**config.mk**
```make
export PLATFORM = sky130hd
export DESIGN_NAME = odu_top
export DESIGN_NICKNAME = d
export VERILOG_FILES = /design/src/design/odu_pkg.sv /design/src/design/odu_class_if.sv /design/src/design/odu_classifier.sv /design/src/design/odu_top.sv
export SDC_FILE = /design/constraint.sdc
export NUM_CORES = 1
export LEC_CHECK = 0
export BUFFER_PORTS_ARGS = -buffer_cell sky130_fd_sc_hd__clkbuf_2
export CAP_MARGIN = 25
export CORE_UTILIZATION = 50
export CTS_BUF_LIST = sky130_fd_sc_hd__clkbuf_4 sky130_fd_sc_hd__clkbuf_8 sky130_fd_sc_hd__clkbuf_16
export CTS_CLUSTER_SIZE = 14
export DETAILED_ROUTE_END_ITERATION = 10
export PLACE_DENSITY_LB_ADDON = 0.25
export SLEW_MARGIN = 10
export SYNTH_ARGS = -nofsm -noshare
export SYNTH_HDL_FRONTEND = slang
export SYNTH_SLANG_ARGS = --single-unit
```
**constraint.sdc**
```tcl
create_clock -name clock -period 16.46 [get_ports clock]
set_input_delay 0.823 -clock clock [delete_from_list [all_inputs] [get_ports clock]]
set_output_delay 0.823 -clock clock [all_outputs]
set_load 0.05 [all_outputs]
```
**src/design/odu_pkg.sv**
```systemverilog
// Purpose: constants and types shared by the orientation detect unit
// Assumes: 10-bit signed samples at 2 g full scale (256 counts per g)
// Notes:   addresses, bit positions, reset values and thresholds are named here
package odu_pkg;
    // ****************************************
    // register map
    // ****************************************
    localparam logic [7:0] ADDR_STATUS   = 8'h10;
    localparam logic [7:0] ADDR_CONFIG   = 8'h11;
    localparam logic [7:0] ADDR_DEBOUNCE = 8'h12;

    localparam int STAT_FLAG_BIT   = 7;
    localparam int STAT_LOCK_BIT   = 6;
    localparam int STAT_CODE_HI    = 2;
    localparam int STAT_CODE_LO    = 1;
    localparam int STAT_FACING_BIT = 0;
    localparam int CFG_MODE_BIT    = 7;
    localparam int CFG_ENABLE_BIT  = 6;

    localparam logic       RST_DEBOUNCE_MODE = 1'h1;
    localparam logic       RST_ENABLE        = 1'h0;
    localparam logic [7:0] RST_DEBOUNCE_VAL  = 8'h00;

    // ****************************************
    // modes and codes
    // ****************************************
    localparam logic [1:0] SYS_STANDBY = 2'h0;
    localparam logic [1:0] SYS_WAKE    = 2'h1;
    localparam logic [1:0] SYS_SLEEP   = 2'h2;

    localparam logic [1:0] CODE_PORTRAIT_UP   = 2'h0;
    localparam logic [1:0] CODE_PORTRAIT_DOWN = 2'h1;
    localparam logic [1:0] CODE_LAND_RIGHT    = 2'h2;
    localparam logic [1:0] CODE_LAND_LEFT     = 2'h3;

    localparam logic FACE_FRONT = 1'h0;
    localparam logic FACE_BACK  = 1'h1;

    localparam logic [1:0] OS_NORMAL  = 2'h0;
    localparam logic [1:0] OS_LPLN    = 2'h1;
    localparam logic [1:0] OS_HIGHRES = 2'h2;
    localparam logic [1:0] OS_LP      = 2'h3;

    // ****************************************
    // classification thresholds, counts of one sample or ratios
    // ****************************************
    localparam int SAMPLE_W = 10;
    localparam logic [9:0] OVERLOAD_LIMIT = 10'h140;  // 1.25 g
    localparam logic [9:0] FACING_HYST    = 10'h042;  // about 15 deg past level
    // tan(59 deg) ~ 27/16, for 45 deg split with 14 deg hysteresis
    localparam logic [5:0] TRIP_NUM = 6'h1B;
    localparam logic [5:0] TRIP_DEN = 6'h10;
    // tan^2(29 deg) ~ 31/100, z-lock angle
    localparam logic [6:0] LOCK_NUM = 7'h1F;
    localparam logic [6:0] LOCK_DEN = 7'h64;

    localparam logic [7:0] STEP_DIV_W8 = 8'h00;
endpackage

```
**src/design/odu_class_if.sv**
```systemverilog
// Purpose: carries samples, committed state and the new classification
// Assumes: single clock, purely combinational path through the classifier
// Notes:   none
`timescale 1ns/1ps
`default_nettype none
interface odu_class_if;
    logic signed [9:0] accX;
    logic signed [9:0] accY;
    logic signed [9:0] accZ;
    logic        [1:0] curCode;
    logic              curFacing;
    logic        [1:0] newCode;
    logic              newFacing;
    logic              newLock;
    logic              overload;

    modport top (output accX, accY, accZ, curCode, curFacing,
                 input  newCode, newFacing, newLock, overload);
    modport cls (input  accX, accY, accZ, curCode, curFacing,
                 output newCode, newFacing, newLock, overload);
endinterface
`default_nettype wire

```
**src/design/odu_classifier.sv**
```systemverilog
// Purpose: classifies one sample into orientation code, facing and lockout
// Assumes: hysteresis is taken against the committed state
// Notes:   combinational
`timescale 1ns/1ps
`default_nettype none
module odu_classifier (
    odu_class_if.cls cif
);
    logic [9:0]  absX;
    logic [9:0]  absY;
    logic [9:0]  absZ;
    logic [15:0] scX;
    logic [15:0] scY;
    logic [15:0] trX;
    logic [15:0] trY;
    logic [27:0] sqXY;
    logic [27:0] sqZ;
    logic        curLand;
    logic        land;

    function automatic logic [9:0] absVal(input logic signed [9:0] v);
        absVal = v[9] ? 10'(-v) : 10'(v);
    endfunction

    always_comb begin
        absX = absVal(cif.accX);
        absY = absVal(cif.accY);
        absZ = absVal(cif.accZ);
        scX  = 16'(absX) * 16'(odu_pkg::TRIP_DEN);
        scY  = 16'(absY) * 16'(odu_pkg::TRIP_DEN);
        trX  = 16'(absX) * 16'(odu_pkg::TRIP_NUM);
        trY  = 16'(absY) * 16'(odu_pkg::TRIP_NUM);
        sqXY = (28'(absX) * 28'(absX) + 28'(absY) * 28'(absY)) * 28'(odu_pkg::LOCK_DEN);
        sqZ  = 28'(absZ) * 28'(absZ) * 28'(odu_pkg::LOCK_NUM);
    end

    // ****************************************
    // portrait/landscape with hysteresis around 45 degrees
    // ****************************************
    always_comb begin
        curLand = cif.curCode[1];
        if (curLand) begin
            land = !(trX < scY);
        end else begin
            land = (scX > trY);
        end
        if (land) begin
            cif.newCode = cif.accX[9] ? odu_pkg::CODE_LAND_LEFT
                                      : odu_pkg::CODE_LAND_RIGHT;
        end else begin
            cif.newCode = cif.accY[9] ? odu_pkg::CODE_PORTRAIT_DOWN
                                      : odu_pkg::CODE_PORTRAIT_UP;
        end
    end

    // ****************************************
    // facing, lockout and overload
    // ****************************************
    always_comb begin
        if (cif.curFacing == odu_pkg::FACE_FRONT) begin
            cif.newFacing = (cif.accZ[9] && absZ > odu_pkg::FACING_HYST) ?
                            odu_pkg::FACE_BACK : odu_pkg::FACE_FRONT;
        end else begin
            cif.newFacing = (!cif.accZ[9] && absZ > odu_pkg::FACING_HYST) ?
                            odu_pkg::FACE_FRONT : odu_pkg::FACE_BACK;
        end
        cif.newLock  = (sqXY < sqZ);
        cif.overload = (absX > odu_pkg::OVERLOAD_LIMIT) ||
                       (absY > odu_pkg::OVERLOAD_LIMIT) ||
                       (absZ > odu_pkg::OVERLOAD_LIMIT);
    end
endmodule
`default_nettype wire

```
**src/design/odu_top.sv**
```systemverilog
// Purpose: orientation detect unit with status, config and debounce registers
// Assumes: sampleStrobe pulses once per base conversion (1.25 ms), same clock
// Notes:   registers reached by a simple byte-wide read/write port
`timescale 1ns/1ps
`default_nettype none
module odu_top (
    input  wire  logic              clock,
    input  wire  logic              rst,
    input  wire  logic        [7:0] regAddr,
    input  wire  logic              regWrEn,
    input  wire  logic              regRdEn,
    input  wire  logic        [7:0] regWrData,
    output logic              [7:0] regRdData,
    input  wire  logic        [1:0] sysMode,
    input  wire  logic        [2:0] outputSampleRate,
    input  wire  logic        [1:0] overSampleMode,
    input  wire  logic              sampleStrobe,
    input  wire  logic signed [9:0] accX,
    input  wire  logic signed [9:0] accY,
    input  wire  logic signed [9:0] accZ,
    input  wire  logic              orientIrqEnable,
    output logic                    orientIrqSource
);
    // ****************************************
    // declarations
    // ****************************************
    odu_class_if cif ();

    logic       debounceMode_ff;
    logic       orientDetectEnable_ff;
    logic [7:0] debounceValue_ff;
    logic [7:0] rdData_ff;
    logic [1:0] orientCode_ff;
    logic       facingBit_ff;
    logic       tiltLockout_ff;
    logic       orientChangeFlag_ff;
    logic [7:0] dbCnt_ff;
    logic [7:0] stepCnt_ff;
    logic [1:0] prevMode_ff;
    logic       firstEval_ff;
    logic       active;
    logic       running;
    logic       modeSwap;
    logic       evalStrobe;
    logic       pending;
    logic       commit;
    logic       statusRead;
    logic [7:0] stepLen;

    // base conversions per debounce step, 1.25 ms units
    function automatic logic [7:0] stepTicks(input logic [2:0] output_sample_rate, input logic [1:0] os);
        logic [7:0] t;
        t = 8'h01;
        unique case (output_sample_rate)
            3'h0:    t = 8'h01;
            3'h1:    t = 8'h02;
            3'h2:    t = 8'h04;
            3'h3:    t = 8'h08;
            3'h4:    t = 8'h10;
            3'h5:    t = 8'h40;
            default: t = 8'h80;
        endcase
        if (os == odu_pkg::OS_HIGHRES && output_sample_rate != 3'h0) begin
            t = 8'h02;
        end else if (os == odu_pkg::OS_NORMAL && t > 8'h10) begin
            t = 8'h10;
        end else if (os == odu_pkg::OS_LPLN && t > 8'h40) begin
            t = 8'h40;
        end
        stepTicks = t;
    endfunction

    assign cif.accX      = accX;
    assign cif.accY      = accY;
    assign cif.accZ      = accZ;
    assign cif.curCode   = orientCode_ff;
    assign cif.curFacing = facingBit_ff;

    odu_classifier u_cls (
        .cif (cif)
    );

    // ****************************************
    // mode tracking and evaluation strobe
    // ****************************************
    assign active     = (sysMode != odu_pkg::SYS_STANDBY);
    assign running    = active && orientDetectEnable_ff;
    assign modeSwap   = (sysMode == odu_pkg::SYS_WAKE && prevMode_ff == odu_pkg::SYS_SLEEP) ||
                        (sysMode == odu_pkg::SYS_SLEEP && prevMode_ff == odu_pkg::SYS_WAKE);
    assign stepLen    = stepTicks(outputSampleRate, overSampleMode);
    assign evalStrobe = running && sampleStrobe &&
                        (stepCnt_ff + 8'h01 >= stepLen);
    assign statusRead = regRdEn && (regAddr == odu_pkg::ADDR_STATUS);

    always_ff @(posedge clock) begin
        if (rst) begin
            prevMode_ff <= odu_pkg::SYS_STANDBY;
        end else begin
            prevMode_ff <= sysMode;
        end
    end

    always_ff @(posedge clock) begin
        if (rst || !running || modeSwap) begin
            stepCnt_ff <= odu_pkg::STEP_DIV_W8;
        end else if (evalStrobe) begin
            stepCnt_ff <= odu_pkg::STEP_DIV_W8;
        end else if (sampleStrobe) begin
            stepCnt_ff <= stepCnt_ff + 8'h01;
        end
    end

    always_ff @(posedge clock) begin
        if (rst || !active) begin
            firstEval_ff <= 1'h1;
        end else if (evalStrobe) begin
            firstEval_ff <= 1'h0;
        end
    end

    // ****************************************
    // debounce and commit
    // ****************************************
    // a code held under lockout is no change, else the flag would set on every step
    assign pending = !cif.overload &&
                     ((!cif.newLock && cif.newCode != orientCode_ff) ||
                      (cif.newFacing != facingBit_ff) ||
                      (cif.newLock != tiltLockout_ff));
    assign commit  = evalStrobe && pending &&
                     (firstEval_ff || dbCnt_ff >= debounceValue_ff);

    always_ff @(posedge clock) begin
        if (rst || !running || modeSwap) begin
            dbCnt_ff <= 8'h00;
        end else if (evalStrobe) begin
            if (commit) begin
                dbCnt_ff <= 8'h00;
            end else if (pending) begin
                if (dbCnt_ff != 8'hFF) begin
                    dbCnt_ff <= dbCnt_ff + 8'h01;
                end
            end else if (debounceMode_ff) begin
                dbCnt_ff <= 8'h00;
            end else if (dbCnt_ff != 8'h00) begin
                dbCnt_ff <= dbCnt_ff - 8'h01;
            end
        end
    end

    // state updates regardless of the flag
    always_ff @(posedge clock) begin
        if (rst) begin
            orientCode_ff  <= odu_pkg::CODE_PORTRAIT_UP;
            facingBit_ff   <= odu_pkg::FACE_FRONT;
            tiltLockout_ff <= 1'h0;
        end else if (commit) begin
            tiltLockout_ff <= cif.newLock;
            facingBit_ff   <= cif.newFacing;
            if (!cif.newLock) begin
                orientCode_ff <= cif.newCode;
            end
        end
    end

    // set wins over the read clear
    always_ff @(posedge clock) begin
        if (rst) begin
            orientChangeFlag_ff <= 1'h0;
        end else if (commit || (evalStrobe && firstEval_ff)) begin
            orientChangeFlag_ff <= 1'h1;
        end else if (statusRead) begin
            orientChangeFlag_ff <= 1'h0;
        end
    end

    assign orientIrqSource = orientChangeFlag_ff && orientIrqEnable;

    // ****************************************
    // register port
    // ****************************************
    always_ff @(posedge clock) begin
        if (rst) begin
            debounceMode_ff       <= odu_pkg::RST_DEBOUNCE_MODE;
            orientDetectEnable_ff <= odu_pkg::RST_ENABLE;
        end else if (regWrEn && regAddr == odu_pkg::ADDR_CONFIG) begin
            debounceMode_ff       <= regWrData[odu_pkg::CFG_MODE_BIT];
            orientDetectEnable_ff <= regWrData[odu_pkg::CFG_ENABLE_BIT];
        end
    end

    always_ff @(posedge clock) begin
        if (rst) begin
            debounceValue_ff <= odu_pkg::RST_DEBOUNCE_VAL;
        end else if (regWrEn && regAddr == odu_pkg::ADDR_DEBOUNCE) begin
            debounceValue_ff <= regWrData;
        end
    end

    always_ff @(posedge clock) begin
        if (rst) begin
            rdData_ff <= 8'h00;
        end else if (regRdEn) begin
            rdData_ff <= 8'h00;
            unique case (regAddr)
                odu_pkg::ADDR_STATUS: begin
                    rdData_ff[odu_pkg::STAT_FLAG_BIT]   <= orientChangeFlag_ff;
                    rdData_ff[odu_pkg::STAT_LOCK_BIT]   <= tiltLockout_ff;
                    rdData_ff[odu_pkg::STAT_CODE_HI:odu_pkg::STAT_CODE_LO] <= orientCode_ff;
                    rdData_ff[odu_pkg::STAT_FACING_BIT] <= facingBit_ff;
                end
                odu_pkg::ADDR_CONFIG: begin
                    rdData_ff[odu_pkg::CFG_MODE_BIT]   <= debounceMode_ff;
                    rdData_ff[odu_pkg::CFG_ENABLE_BIT] <= orientDetectEnable_ff;
                end
                odu_pkg::ADDR_DEBOUNCE: begin
                    rdData_ff <= debounceValue_ff;
                end
                default: begin
                    rdData_ff <= 8'h00;
                end
            endcase
        end
    end

    assign regRdData = rdData_ff;
endmodule
`default_nettype wire

```
Word level (Yosys, flattened, before mapping)
Index checks and enable logic that the tools add are counted.

operators by class
  add/subtract/negate cells = 7
  multiply operators = 7
  magnitude comparators = 11
  equal/unequal tests = 19
  muxes and demuxes = 24
  bitwise gates (word level) = 1
  reduce and logical (&&, ||, !) cells = 45

operators by type and width
  kind                                                             number
  2-to-1 mux 8 bit                                                 8
  multiplier 10 x 10 -> 20 bit                                     3
  case mux 8 bit (6 select lines)                                  1
  greater-than comparator 10 x 9 -> 1 bit (second input constant)  3
  multiplier 10 x 5 -> 15 bit (second input constant)              2
  2-to-1 mux 10 bit                                                3
  negator 10 bit                                                   3
  less-than comparator 28 x 25 -> 1 bit                            1
  multiplier 28 x 5 -> 26 bit (second input constant)              1
  multiplier 20 x 5 -> 25 bit (second input constant)              1
  equality test 8 x 5 -> 1 bit (second input constant)             3
  adder 20 x 20 -> 21 bit                                          1
  logical AND 1 bit                                                19
  adder 8 x 1 -> 8 bit (second input constant)                     2
  greater-or-equal comparator 8 bit                                2
  greater-than comparator 14 x 15 -> 1 bit                         1
  less-than comparator 15 x 14 -> 1 bit                            1
  greater-than comparator 10 x 7 -> 1 bit (second input constant)  1
  logical OR 1 bit                                                 10
  greater-than comparator 8 x 5 -> 1 bit (second input constant)   1
  greater-than comparator 8 x 7 -> 1 bit (second input constant)   1
  2-to-1 mux 1 bit                                                 8
  != test 8 bit (second input constant)                            1
  nonzero test 8 bit                                               1
  23 further kinds                                                 36

word-level totals
  register bits after elaboration = 42
  input port bits = 59
  output and inout port bits = 9
  word-level logic and storage cells = 126

Longest topological paths before layout
Gate-level depths: netlist of the first run.

  depth after elaboration = 16
  depth in mapped cells = 58
  mapped depth without buffers = 57

By module
From an unflattened synthesis of the first run, not the netlist that was laid out.

unflattened totals
  cells, all modules = 2,182
  area total of the unflattened synthesis = 19,065.8 um^2

by module, submodules not included
  module          instances  cells each  area each (um^2)  sequential area each (um^2)
  odu_classifier  1          1,865       16,389.5          0.0
  odu_top         1          317         2,676.3           840.8

Worst setup path before layout of the first run
No wires, ideal clock.

  path type = in2reg
  from = in accY[2]
  to = reg dbCnt_ff[6]
  setup time = 0.079 ns
  data arrival time = 12.853 ns
  data required time = 16.381 ns
  setup slack = 3.528 ns
  stages = 49
  buffers on the path = 0
  cell sequence = or4_4 nor3_2 nand2b_1 xnor2_1 inv_1 nor2_1 fa_1 fa_1 inv_1 fa_1 inv_1 fa_1 fa_1 fa_1 inv_1 fa_1 inv_1 ha_1 [... 13 more ...] a21o_1 a21oi_1 nand2_1 a21oi_1 xnor2_1 ha_1 a21oi_1 o21ai_0 a22oi_1 o211ai_1 nor3_1 mux2i_1 nor4_1 a31oi_1 o31ai_4 mux2i_2 o21ai_1 a211oi_2

between the ends
  cells in the longest elaborated chain, start to end = 15
  elaborated cells on any way between the ends = 30
  classes of those cells = add/sub (2); mul (3); order compare (4); eq/ne (3); mux (5); reduce/logical (13)

ends and longest elaborated chain
  what                                                                              line                                        RTL
  from (decl)                                                                       odu_top.sv:19                               input wire logic signed [9:0] accY,
  negator 10 bit                                                                    odu_classifier.sv:22                        absVal = v[9] ? 10'(-v) : 10'(v);
  2-to-1 mux 10 bit (*)                                                             odu_classifier.sv:22
  multiplier 10 x 10 -> 20 bit (tied with other cells)                              odu_classifier.sv:33                        sqXY = (28'(absX) * 28'(absX) + 28'(absY) * 28'(absY)) * 28'(odu_pkg::LOCK_DEN);
  adder 20 x 20 -> 21 bit (tied with other cells)                                   odu_classifier.sv:33
  multiplier 28 x 5 -> 26 bit / 2-to-1 mux 1 bit (equally long branches)            odu_classifier.sv:33, odu_classifier.sv:42
  less-than comparator 28 x 25 -> 1 bit / 2-to-1 mux 2 bit (equally long branches)  odu_classifier.sv:67, odu_classifier.sv:47
  zero test 1 bit / != test 2 bit (equally long branches)                           n/a
  logical AND 1 bit                                                                 odu_top.sv:126                              ((!cif.newLock && cif.newCode != orientCode_ff) ||
  logical OR 1 bit                                                                  odu_top.sv:126
  logical OR 1 bit                                                                  odu_top.sv:127                              (cif.newFacing != facingBit_ff) ||
  logical AND 1 bit (*)                                                             odu_top.sv:125                              assign pending = !cif.overload &&
  logical AND 1 bit (2 in series)                                                   odu_top.sv:129                              assign commit = evalStrobe && pending &&
  != test 3 x 1 -> 1 bit (no line) / nonzero test 4 bit (equally long branches)     n/a
  AND reduction 3 bit (no line)                                                     n/a
  to (signal assigned)                                                              odu_top.sv:140                              dbCnt_ff <= dbCnt_ff + 8'h01;
  to (signal assigned)                                                              odu_top.sv:145                              dbCnt_ff <= dbCnt_ff - 8'h01;
  to (decl)                                                                         odu_top.sv:37                               logic [7:0] dbCnt_ff;

Every way passes the cells marked *; elsewhere a longest branch is shown, timed or not.
A chain may end at the register's enable or synchronous reset.

Worst setup path after layout of the first run
  from = in accY[0]
  to = reg dbCnt_ff[4]

The elaborated chain is that of the path after synthesis.

==> results of run 1 <==
==> sequential cells by signal, indices dropped and copies added (netlist names) <==
register,cells
tiltLockout_ff,1
prevMode_ff,2
orientDetectEnable_ff,1
cif.curCode,2
firstEval_ff,1
debounceValue_ff,8
regRdData,8
stepCnt_ff,8
debounceMode_ff,1
cif.curFacing,1
dbCnt_ff,8
orientChangeFlag_ff,1
==> cell families after synthesis <==
kind of cell / Yosys count / share of synthesized area, %
adder cells (fa/ha/maj): 639 / 52.66
buffers and inverters: 524 / 10.41
AND/OR/NAND/NOR: 503 / 12.52
AO/OA/AOI/OAI: 324 / 11.46
XOR/XNOR: 156 / 7.216
flip-flops: 42 / 4.440
multiplexers: 23 / 1.249
other: 2 / 0.03966
==> through the flow <==
step	hold slack, ns	cells	util, %
2_1_floorplan	0.4481	2231	-
3_3_place_gp	0.4842	2790	54.01
3_5_place_dp	0.4891	2790	54.01
4_1_cts	0.4972	2798	54.41
5_1_grt	0.5449	2799	54.43
6_report	0.5000	2799	54.43
==> worst max-delay path, delay by kind of cell <==
family	cells	cell delay [ns]
buf+inv	13	1.73
mux	2	0.76
compound gates	10	3.07
xor+xnor	3	0.82
simple gates	12	1.99
fa+ha+maj	14	5.70
==> cells in the final DEF (no fill, tap or decap), types with 59 or more instances in the layout <==
master    Yosys  routed
nor2_1      172     172
inv_1       498     498
o21ai_0      59      59
a21oi_1      91      91
nand2_1     136     136
fa_1        264     264
xor2_1       59      59
xnor2_1      97      97
ha_1        373     373
clkbuf_2      0      67
==> path summary, 6_finish.rpt <==
check                           cells after the start                                 end                                from
worst max-delay path                               54            dbCnt_ff[4]$_SDFFE_PP0P_                             accY[0]
worst min-delay path                                2  orientDetectEnable_ff$_SDFFE_PP0P_  orientDetectEnable_ff$_SDFFE_PP0P_
worst max register to register                     10            dbCnt_ff[4]$_SDFFE_PP0P_         cif.curCode[1]$_SDFFE_PP0P_
worst min register to register                      2  orientDetectEnable_ff$_SDFFE_PP0P_  orientDetectEnable_ff$_SDFFE_PP0P_
==> layout make-up <==
cell class	count	area (um^2)	area share [%]
flip-flops and latches	42	840.8	4.180
clock inverters	2	13.76	0.06842
inverters	502	1884	9.367
multi-input cells	1665	16200	80.51
well taps	504	630.6	3.135
clock buffers	6	132.6	0.6593
repair buffers	78	417.9	2.077
==> layer usage <==
layer / track usage (%) / up-vias
li1: - / 7333
met1: 30.15 / 7230
met2: 40.90 / 255
met3: 1.420 / 47
met4: 4.450 / 0
met5: 0 / -
==> impl_metrics.py, run 1 <==
metrics = {
    "worst_setup_path": {
        "path_class": "in -> reg",
        "cp_common_cell": "inv_1",
        "cp.arrival_ns": 14.95,
        "r2r_slack_ns": 12.60,
        "cp.required_ns": 16.64,
        "max_stage_delay_ns": 0.83,
        "crit_path_start_kind": "input pin",
        "crit_path_end_kind": "flop",
        "crit_path_max_fanout": 26,
        "slowest_stage": "o31ai_4",
    },
    "routing": {
        "routed_via_density": 5.311,
        "wl_met3_um": 1193,
        "firstDrtPassIters": 5,
        "routed_wl_um": 42440,
        "vias": 14870,
        "ant_nets": 0,
        "drc_errors": 0,
        "wl_met1_um": 19140,
        "drtIter0Drc": 748,
        "top_layer": "met4",
        "wl_per_cell_um": 15.16,
        "route.met2.wl_um": 21310,
    },
    "clock_network": {
        "cts_buffers": 5,
        "clk_latency_ns": 0.28,
        "clock_sinks": 42,
        "cts_setup_buffers": 0,
        "h-tree-depth": 2,
        "root_buffer": "clkbuf_16",
        "cts_tree": "built",
        "cts-hold-fix-buffers": 0,
        "path_clk_slew_ns": 0.06,
        "cts-resized-gates": 0,
        "clk_path_buf_depth": 2,
    },
    "timing": {
        "setup_slack_ns": 1.687,
        "hold_violations": 0,
        "fmax_mhz": 67.69,
        "finClkSkew_ns": 0.006808,
        "min_period_over_period_pct": 89.75,
        "worstMarginPinSlew_ns": 0.9797,
        "rsz0062_at_grt": "no",
        "min_period_ns": 14.77,
        "fin_tns_setup_ns": 0,
        "relSlewSlack_pct": 34.69,
        "drv_slew": 0,
        "setup_viol_count_final": 0,
    },
    "grt": {
        "grt.total_usage_pct": 22.74,
        "grt_antenna_before_repair": 0,
        "grt_first_pass_wirelength_um": 72080,
        "grt_overflow": 0,
        "grt_max_degree": 27,
        "grt_pass1_vias": 15080,
    },
    "logic_synthesis": {
        "syn-mean-instance-area_um2": 8.557,
        "async_flop_share_pct": 0,
        "synth_cell_type_count": 83,
        "synth_ff_type": "dfxtp_1",
        "synthTopCellsByArea": "fa_1, ha_1, inv_1",
        "synthesis.instances": 2213,
        "ys_ff_latch": 42,
        "synth_top_cell_area_share_pct": 27.91,
        "syn-cell-area_um2": 18940,
        "yosys-top-cells-count": "inv_1, ha_1, fa_1, nor2_1, nand2_1",
        "yosysTopAreaCell": "fa_1",
        "ys_warn_count": 0,
        "seq_area_frac_synth_pct": 4.440,
        "yosysMostFrequentCell": "inv_1",
        "synth-edff-count": 0,
    },
    "placement": {
        "dp_hpwl_um": 37800,
        "dp_slack_ns": 1.523,
        "gp_congestion": 0.8796,
        "place_area_um2": 19960,
        "port_buffers": 67,
    },
    "cells_and_area": {
        "antenna_cells": 0,
        "drive_above_1_share_pct": 5.229,
        "final_nets": 2990,
        "fill_cells": 3510,
        "stdcell_area_um2": 20120,
        "area_growth_pct": 6.238,
    },
    "worst_hold_path": {
        "hold_path.class": "reg -> reg",
    },
    "die": {
        "rows": 70,
        "dieArea_um2": 38650,
        "die_w_um": 196.6,
        "num_io_pins": 68,
        "start_util_pct": 51.23,
        "core_um2": 36960,
        "die_h_um": 196.6,
    },
    "run": {
        "cap_viol_max_count": 0,
    },
    "outcome": {
        "outcome": "finished clean",
    },
}
Power of run 1 is not shown: default switching activity piles up to over one toggle a cycle in this logic, so the estimate is an artifact.
==> run 2, diff against run 1 <==
--- a/config.mk
+++ b/config.mk
@@ -8,7 +8,6 @@
 export BUFFER_PORTS_ARGS = -buffer_cell sky130_fd_sc_hd__clkbuf_2
 export CAP_MARGIN = 25
 export CORE_UTILIZATION = 50
-export CTS_BUF_LIST = sky130_fd_sc_hd__clkbuf_4 sky130_fd_sc_hd__clkbuf_8 sky130_fd_sc_hd__clkbuf_16
 export CTS_CLUSTER_SIZE = 14
 export DETAILED_ROUTE_END_ITERATION = 10
 export PLACE_DENSITY_LB_ADDON = 0.25
==> run 2 against run 1 <==
  * Critical path depth stayed put
  * Utilization hardly changed
  * Hold slack worse by 0.00078 ns
  * Worst setup slack better by 0.0014 ns
  * Largest cell class unchanged
==> impl_metrics.py, run 2 (synthesized netlist as in run 1, its figures left out) <==
metrics = {
    "routing": {
        "wl_per_cell_um": 15.16,
        "routed_via_density": 5.306,
        "drc_errors": 0,
        "drtIter0Drc": 749,
        "routed_wl_um": 42420,
        "ant_nets": 0,
        "firstDrtPassIters": 5,
        "vias": 14850,
    },
    "clock_network": {
        "cts-resized-gates": 0,
        "cts-hold-fix-buffers": 0,
        "h-tree-depth": 2,
        "clk_path_buf_depth": 2,
        "cts_buffers": 5,
        "path_clk_slew_ns": 0.06,
        "root_buffer": "clkbuf_16",
        "cts_tree": "built",
        "cts_setup_buffers": 0,
        "clock_sinks": 42,
        "clk_latency_ns": 0.28,
    },
    "worst_setup_path": {
        "cp_common_cell": "inv_1",
        "crit_path_start_kind": "input pin",
        "r2r_slack_ns": 12.59,
        "crit_path_max_fanout": 26,
        "r2r_cells": 10,
        "crit_path_end_kind": "flop",
        "crit_end": "dbCnt_ff[4]$_SDFFE_PP0P_",
        "cp.arrival_ns": 14.96,
        "reg2reg_to": "dbCnt_ff[4]$_SDFFE_PP0P_",
        "path_class": "in -> reg",
        "max_stage_delay_ns": 0.84,
        "cp.required_ns": 16.65,
        "crit_start": "accY[0]",
        "worstReg2RegStart": "cif.curCode[1]$_SDFFE_PP0P_",
        "slowest_stage": "o31ai_4",
    },
    "placement": {
        "gp_congestion": 0.8796,
        "dp_hpwl_um": 37800,
        "port_buffers": 67,
    },
    "outcome": {
        "outcome": "finished clean",
    },
    "die": {
        "core_um2": 36960,
        "die_w_um": 196.6,
        "die_h_um": 196.6,
        "num_io_pins": 68,
        "rows": 70,
        "dieArea_um2": 38650,
        "start_util_pct": 51.23,
    },
    "timing": {
        "min_period_over_period_pct": 89.74,
        "worstMarginPinSlew_ns": 0.9880,
        "finClkSkew_ns": 0.007947,
        "rsz0062_at_grt": "no",
        "drv_slew": 0,
        "setup_viol_count_final": 0,
        "hold_violations": 0,
        "fin_tns_setup_ns": 0,
        "relSlewSlack_pct": 34.13,
        "min_period_ns": 14.77,
        "fmax_mhz": 67.70,
    },
    "cells_and_area": {
        "drive_above_1_share_pct": 5.185,
        "fill_cells": 3512,
        "multi_input_area_um2": 16200,
        "seqCellArea_um2": 840.8,
        "area_growth_pct": 6.218,
        "final_nets": 2990,
        "final_cell_mix": "inv_1, ha_1, fa_1, nor2_1, nand2_1",
        "layout_commonest_cell": "inv_1",
        "antenna_cells": 0,
    },
    "run": {
        "cap_viol_max_count": 0,
    },
    "grt": {
        "grt_antenna_before_repair": 0,
        "grt_first_pass_wirelength_um": 72080,
        "grt_overflow": 0,
        "grt_pass1_vias": 15080,
        "grt.total_usage_pct": 22.74,
        "grt_max_degree": 27,
    },
    "worst_hold_path": {
        "hold_path.class": "reg -> reg",
        "worstHoldPathCells": 2,
    },
}
-- run 2: cell counts in the layout (fill, tap and decap cells not counted) --
Identical to the previous run, type by type.
-- run 2: critical path: cells and delay by family --
| family | cells | cell delay (ns) |
|---|---|---|
| muxes | 2 | 0.77 |
| adders and majority gates | 14 | 5.70 |
| AOI/OAI and AO/OA | 10 | 3.07 |
| xor gates and xnor gates | 3 | 0.82 |
| buffers and inverters | 13 | 1.73 |
| and+or+nand+nor | 12 | 1.99 |
-- run 2: worst min path at each step --
stage,start,to,slack [ns]
after floorplan,firstEval_ff$_SDFFE_PP1P_,firstEval_ff$_SDFFE_PP1P_,0.45
after global placement,orientDetectEnable_ff$_SDFFE_PP0P_,orientDetectEnable_ff$_SDFFE_PP0P_,0.48
after detailed placement,orientDetectEnable_ff$_SDFFE_PP0P_,orientDetectEnable_ff$_SDFFE_PP0P_,0.49
after CTS,orientDetectEnable_ff$_SDFFE_PP0P_,orientDetectEnable_ff$_SDFFE_PP0P_,0.50
after global routing,orientDetectEnable_ff$_SDFFE_PP0P_,orientDetectEnable_ff$_SDFFE_PP0P_,0.54
final,orientDetectEnable_ff$_SDFFE_PP0P_,orientDetectEnable_ff$_SDFFE_PP0P_,0.50
-- run 2: final cells by class --
class / count / area share, %
flip-flops and latches: 42 / 4.180
clock buffers: 6 / 0.6407
repair buffers: 78 / 2.078
well taps: 504 / 3.135
inverters: 502 / 9.369
clock inverters: 2 / 0.06843
multi-input cells: 1665 / 80.53
-- run 2: per-stage QoR --
step	instances	instance area, um^2	setup WS (ns)	util (%)	hold slack [ns]
finish	2799	20110	1.688	54.42	0.4993
global route	2799	20110	0.5736	54.42	0.5449
CTS	2798	20110	1.762	54.40	0.4972
detailed placement	2790	19960	1.523	54.01	0.4891
global placement	2790	19960	1.952	54.01	0.4842
floorplan	2231	19000	3.528	-	0.4481
-- run 2: routing by layer --
layer  wire length [um]  track usage [%]  up-vias  part of all wire [%]
met5                  0                0        -                     0
met4                745            4.450        0                   1.8
met3               1095            1.420       43                   2.6
met2              21380            40.90      239                    50
met1              19200            30.15     7233                    45
li1                   -                -     7336                     -
Power of run 2 is left out for the same reason.
==> run 3, diff against run 2 <==
--- a/config.mk
+++ b/config.mk
@@ -7,9 +7,10 @@
 export LEC_CHECK = 0
 export BUFFER_PORTS_ARGS = -buffer_cell sky130_fd_sc_hd__clkbuf_2
 export CAP_MARGIN = 25
-export CORE_UTILIZATION = 50
+export CORE_UTILIZATION = 35
 export CTS_CLUSTER_SIZE = 14
 export DETAILED_ROUTE_END_ITERATION = 10
+export HOLD_SLACK_MARGIN = 0.05
 export PLACE_DENSITY_LB_ADDON = 0.25
 export SLEW_MARGIN = 10
 export SYNTH_ARGS = -nofsm -noshare
==> run 3 against run 2 <==
  * Non-clock buffer count rose by 1
  * Design area rose by 1.2%
  * First-iteration DRC count decreased by 8.9%
  * Worst setup slack improved by 0.15 ns
  * Die area rose by 42%
  * Sequential share of layout area down 0.050 points
  * Maximum frequency increased by 1.0%
  * Register-to-register slack got worse by 0.23 ns
  * Final cell count increased by 6.6%
  * Clock skew down 0.0035 ns
  * Critical path type unchanged
  * Critical endpoint is now dbCnt_ff[1]$_SDFFE_PP0P_
==> impl_metrics.py, run 3 (synthesized netlist as in run 1, its figures left out) <==
metrics = {
    "run": {
        "cap_viol_max_count": 0,
    },
    "worst_setup_path": {
        "path_class": "in -> reg",
        "worstReg2RegStart": "cif.curCode[1]$_SDFFE_PP0P_",
        "reg2reg_to": "dbCnt_ff[1]$_SDFFE_PP0P_",
        "crit_path_max_fanout": 26,
        "crit_path_end_kind": "flop",
        "r2r_slack_ns": 12.36,
        "r2r_cells": 10,
        "max_stage_delay_ns": 0.83,
        "crit_path_start_kind": "input pin",
        "cp.required_ns": 16.65,
        "cp.arrival_ns": 14.81,
        "slowest_stage": "o31ai_4",
    },
    "clock_network": {
        "clock_sinks": 42,
        "clk_latency_ns": 0.28,
        "path_clk_slew_ns": 0.06,
        "root_buffer": "clkbuf_16",
        "h-tree-depth": 2,
        "cts-resized-gates": 0,
        "clk_path_buf_depth": 2,
        "cts_buffers": 5,
        "cts_tree": "built",
        "cts-hold-fix-buffers": 0,
        "cts_setup_buffers": 0,
    },
    "cells_and_area": {
        "area_growth_pct": 7.506,
        "final_cell_mix": "inv_1, ha_1, fa_1, nor2_1, nand2_1",
        "antenna_cells": 0,
        "layout_commonest_cell": "inv_1",
        "final_nets": 2991,
        "drive_above_1_share_pct": 5.226,
    },
    "routing": {
        "routed_wl_um": 45430,
        "routed_via_density": 4.960,
        "drc_errors": 0,
        "drtIter0Drc": 682,
        "ant_nets": 0,
        "wl_per_cell_um": 15.22,
        "vias": 14800,
        "firstDrtPassIters": 5,
    },
    "timing": {
        "min_period_ns": 14.62,
        "relSlewSlack_pct": 33.71,
        "drv_slew": 0,
        "worstMarginPinSlew_ns": 0.9943,
        "setup_viol_count_final": 0,
        "finClkSkew_ns": 0.004427,
        "hold_violations": 0,
        "fin_tns_setup_ns": 0,
        "fmax_mhz": 68.39,
        "min_period_over_period_pct": 88.83,
        "setup_slack_ns": 1.839,
        "rsz0062_at_grt": "no",
    },
    "worst_hold_path": {
        "min_to": "orientDetectEnable_ff$_SDFFE_PP0P_",
        "worstHoldPathCells": 2,
        "min-delay-start": "orientDetectEnable_ff$_SDFFE_PP0P_",
        "hold_path.class": "reg -> reg",
    },
    "die": {
        "start_util_pct": 35.75,
        "num_io_pins": 68,
        "die_w_um": 234.6,
        "die_h_um": 234.6,
        "core_um2": 52970,
        "rows": 84,
        "dieArea_um2": 55040,
    },
    "grt": {
        "grt.total_usage_pct": 16.80,
        "grt_pass1_vias": 15090,
        "grt_antenna_before_repair": 0,
        "grt_first_pass_wirelength_um": 76100,
        "grt_overflow": 0,
        "grt_max_degree": 27,
    },
    "outcome": {
        "outcome": "finished clean",
    },
    "placement": {
        "gp_congestion": 0.9151,
        "dp_slack_ns": 1.676,
        "port_buffers": 67,
        "dp_hpwl_um": 40610,
    },
}
[run 3: routing by layer]
| layer | up-vias | part of all wire [%] | track usage (%) |
|---|---|---|---|
| met2 | 243 | 48 | 29.33 |
| met1 | 7218 | 47 | 23.51 |
| met4 | 0 | 0.44 | 1.176 |
| li1 | 7325 | - | - |
| met5 | - | 0 | 0 |
| met3 | 16 | 3.8 | 1.304 |
[run 3: layout make-up]
type | instances | area (um^2)
Tap cell | 688 | 860.8
Sequential cell | 42 | 840.8
Timing Repair Buffer | 79 | 425.4
Fill cell | 5484 | 32610
Inverter | 502 | 1884
Multi-Input combinational cell | 1665 | 16200
Clock buffer | 7 | 142.6
Clock inverter | 1 | 5.005
[run 3: worst max-delay path by stage]
stage / startpoint / to / depth (start not counted)
floorplan: accY[2] / dbCnt_ff[6]$_SDFFE_PP0P_ / 49
global placement: accY[0] / dbCnt_ff[5]$_SDFFE_PP0P_ / 52
detailed placement: accY[0] / dbCnt_ff[3]$_SDFFE_PP0P_ / 52
CTS: accY[0] / dbCnt_ff[3]$_SDFFE_PP0P_ / 52
global route: accY[0] / dbCnt_ff[1]$_SDFFE_PP0P_ / 57
finish: accY[0] / dbCnt_ff[1]$_SDFFE_PP0P_ / 54
[run 3: per-stage QoR]
step	hold slack, ns	util [%]	instances	cell area [um^2]
after floorplan	0.4481	-	2231	19000
after global placement	0.4836	38.15	2976	20210
after detailed placement	0.5035	38.15	2976	20210
after CTS	0.5126	38.43	2984	20360
after global routing	0.5325	38.43	2984	20360
final	0.5123	38.43	2984	20360
[run 3: critical path, delay by kind of cell]
family / cells / cell delay, ns
fa+ha+maj: 14 / 5.89
compound gates: 12 / 3.34
simple gates: 12 / 1.64
buf+inv: 11 / 1.60
xor+xnor: 3 / 0.79
mux: 2 / 0.71
Power of run 3 is left out for the same reason.
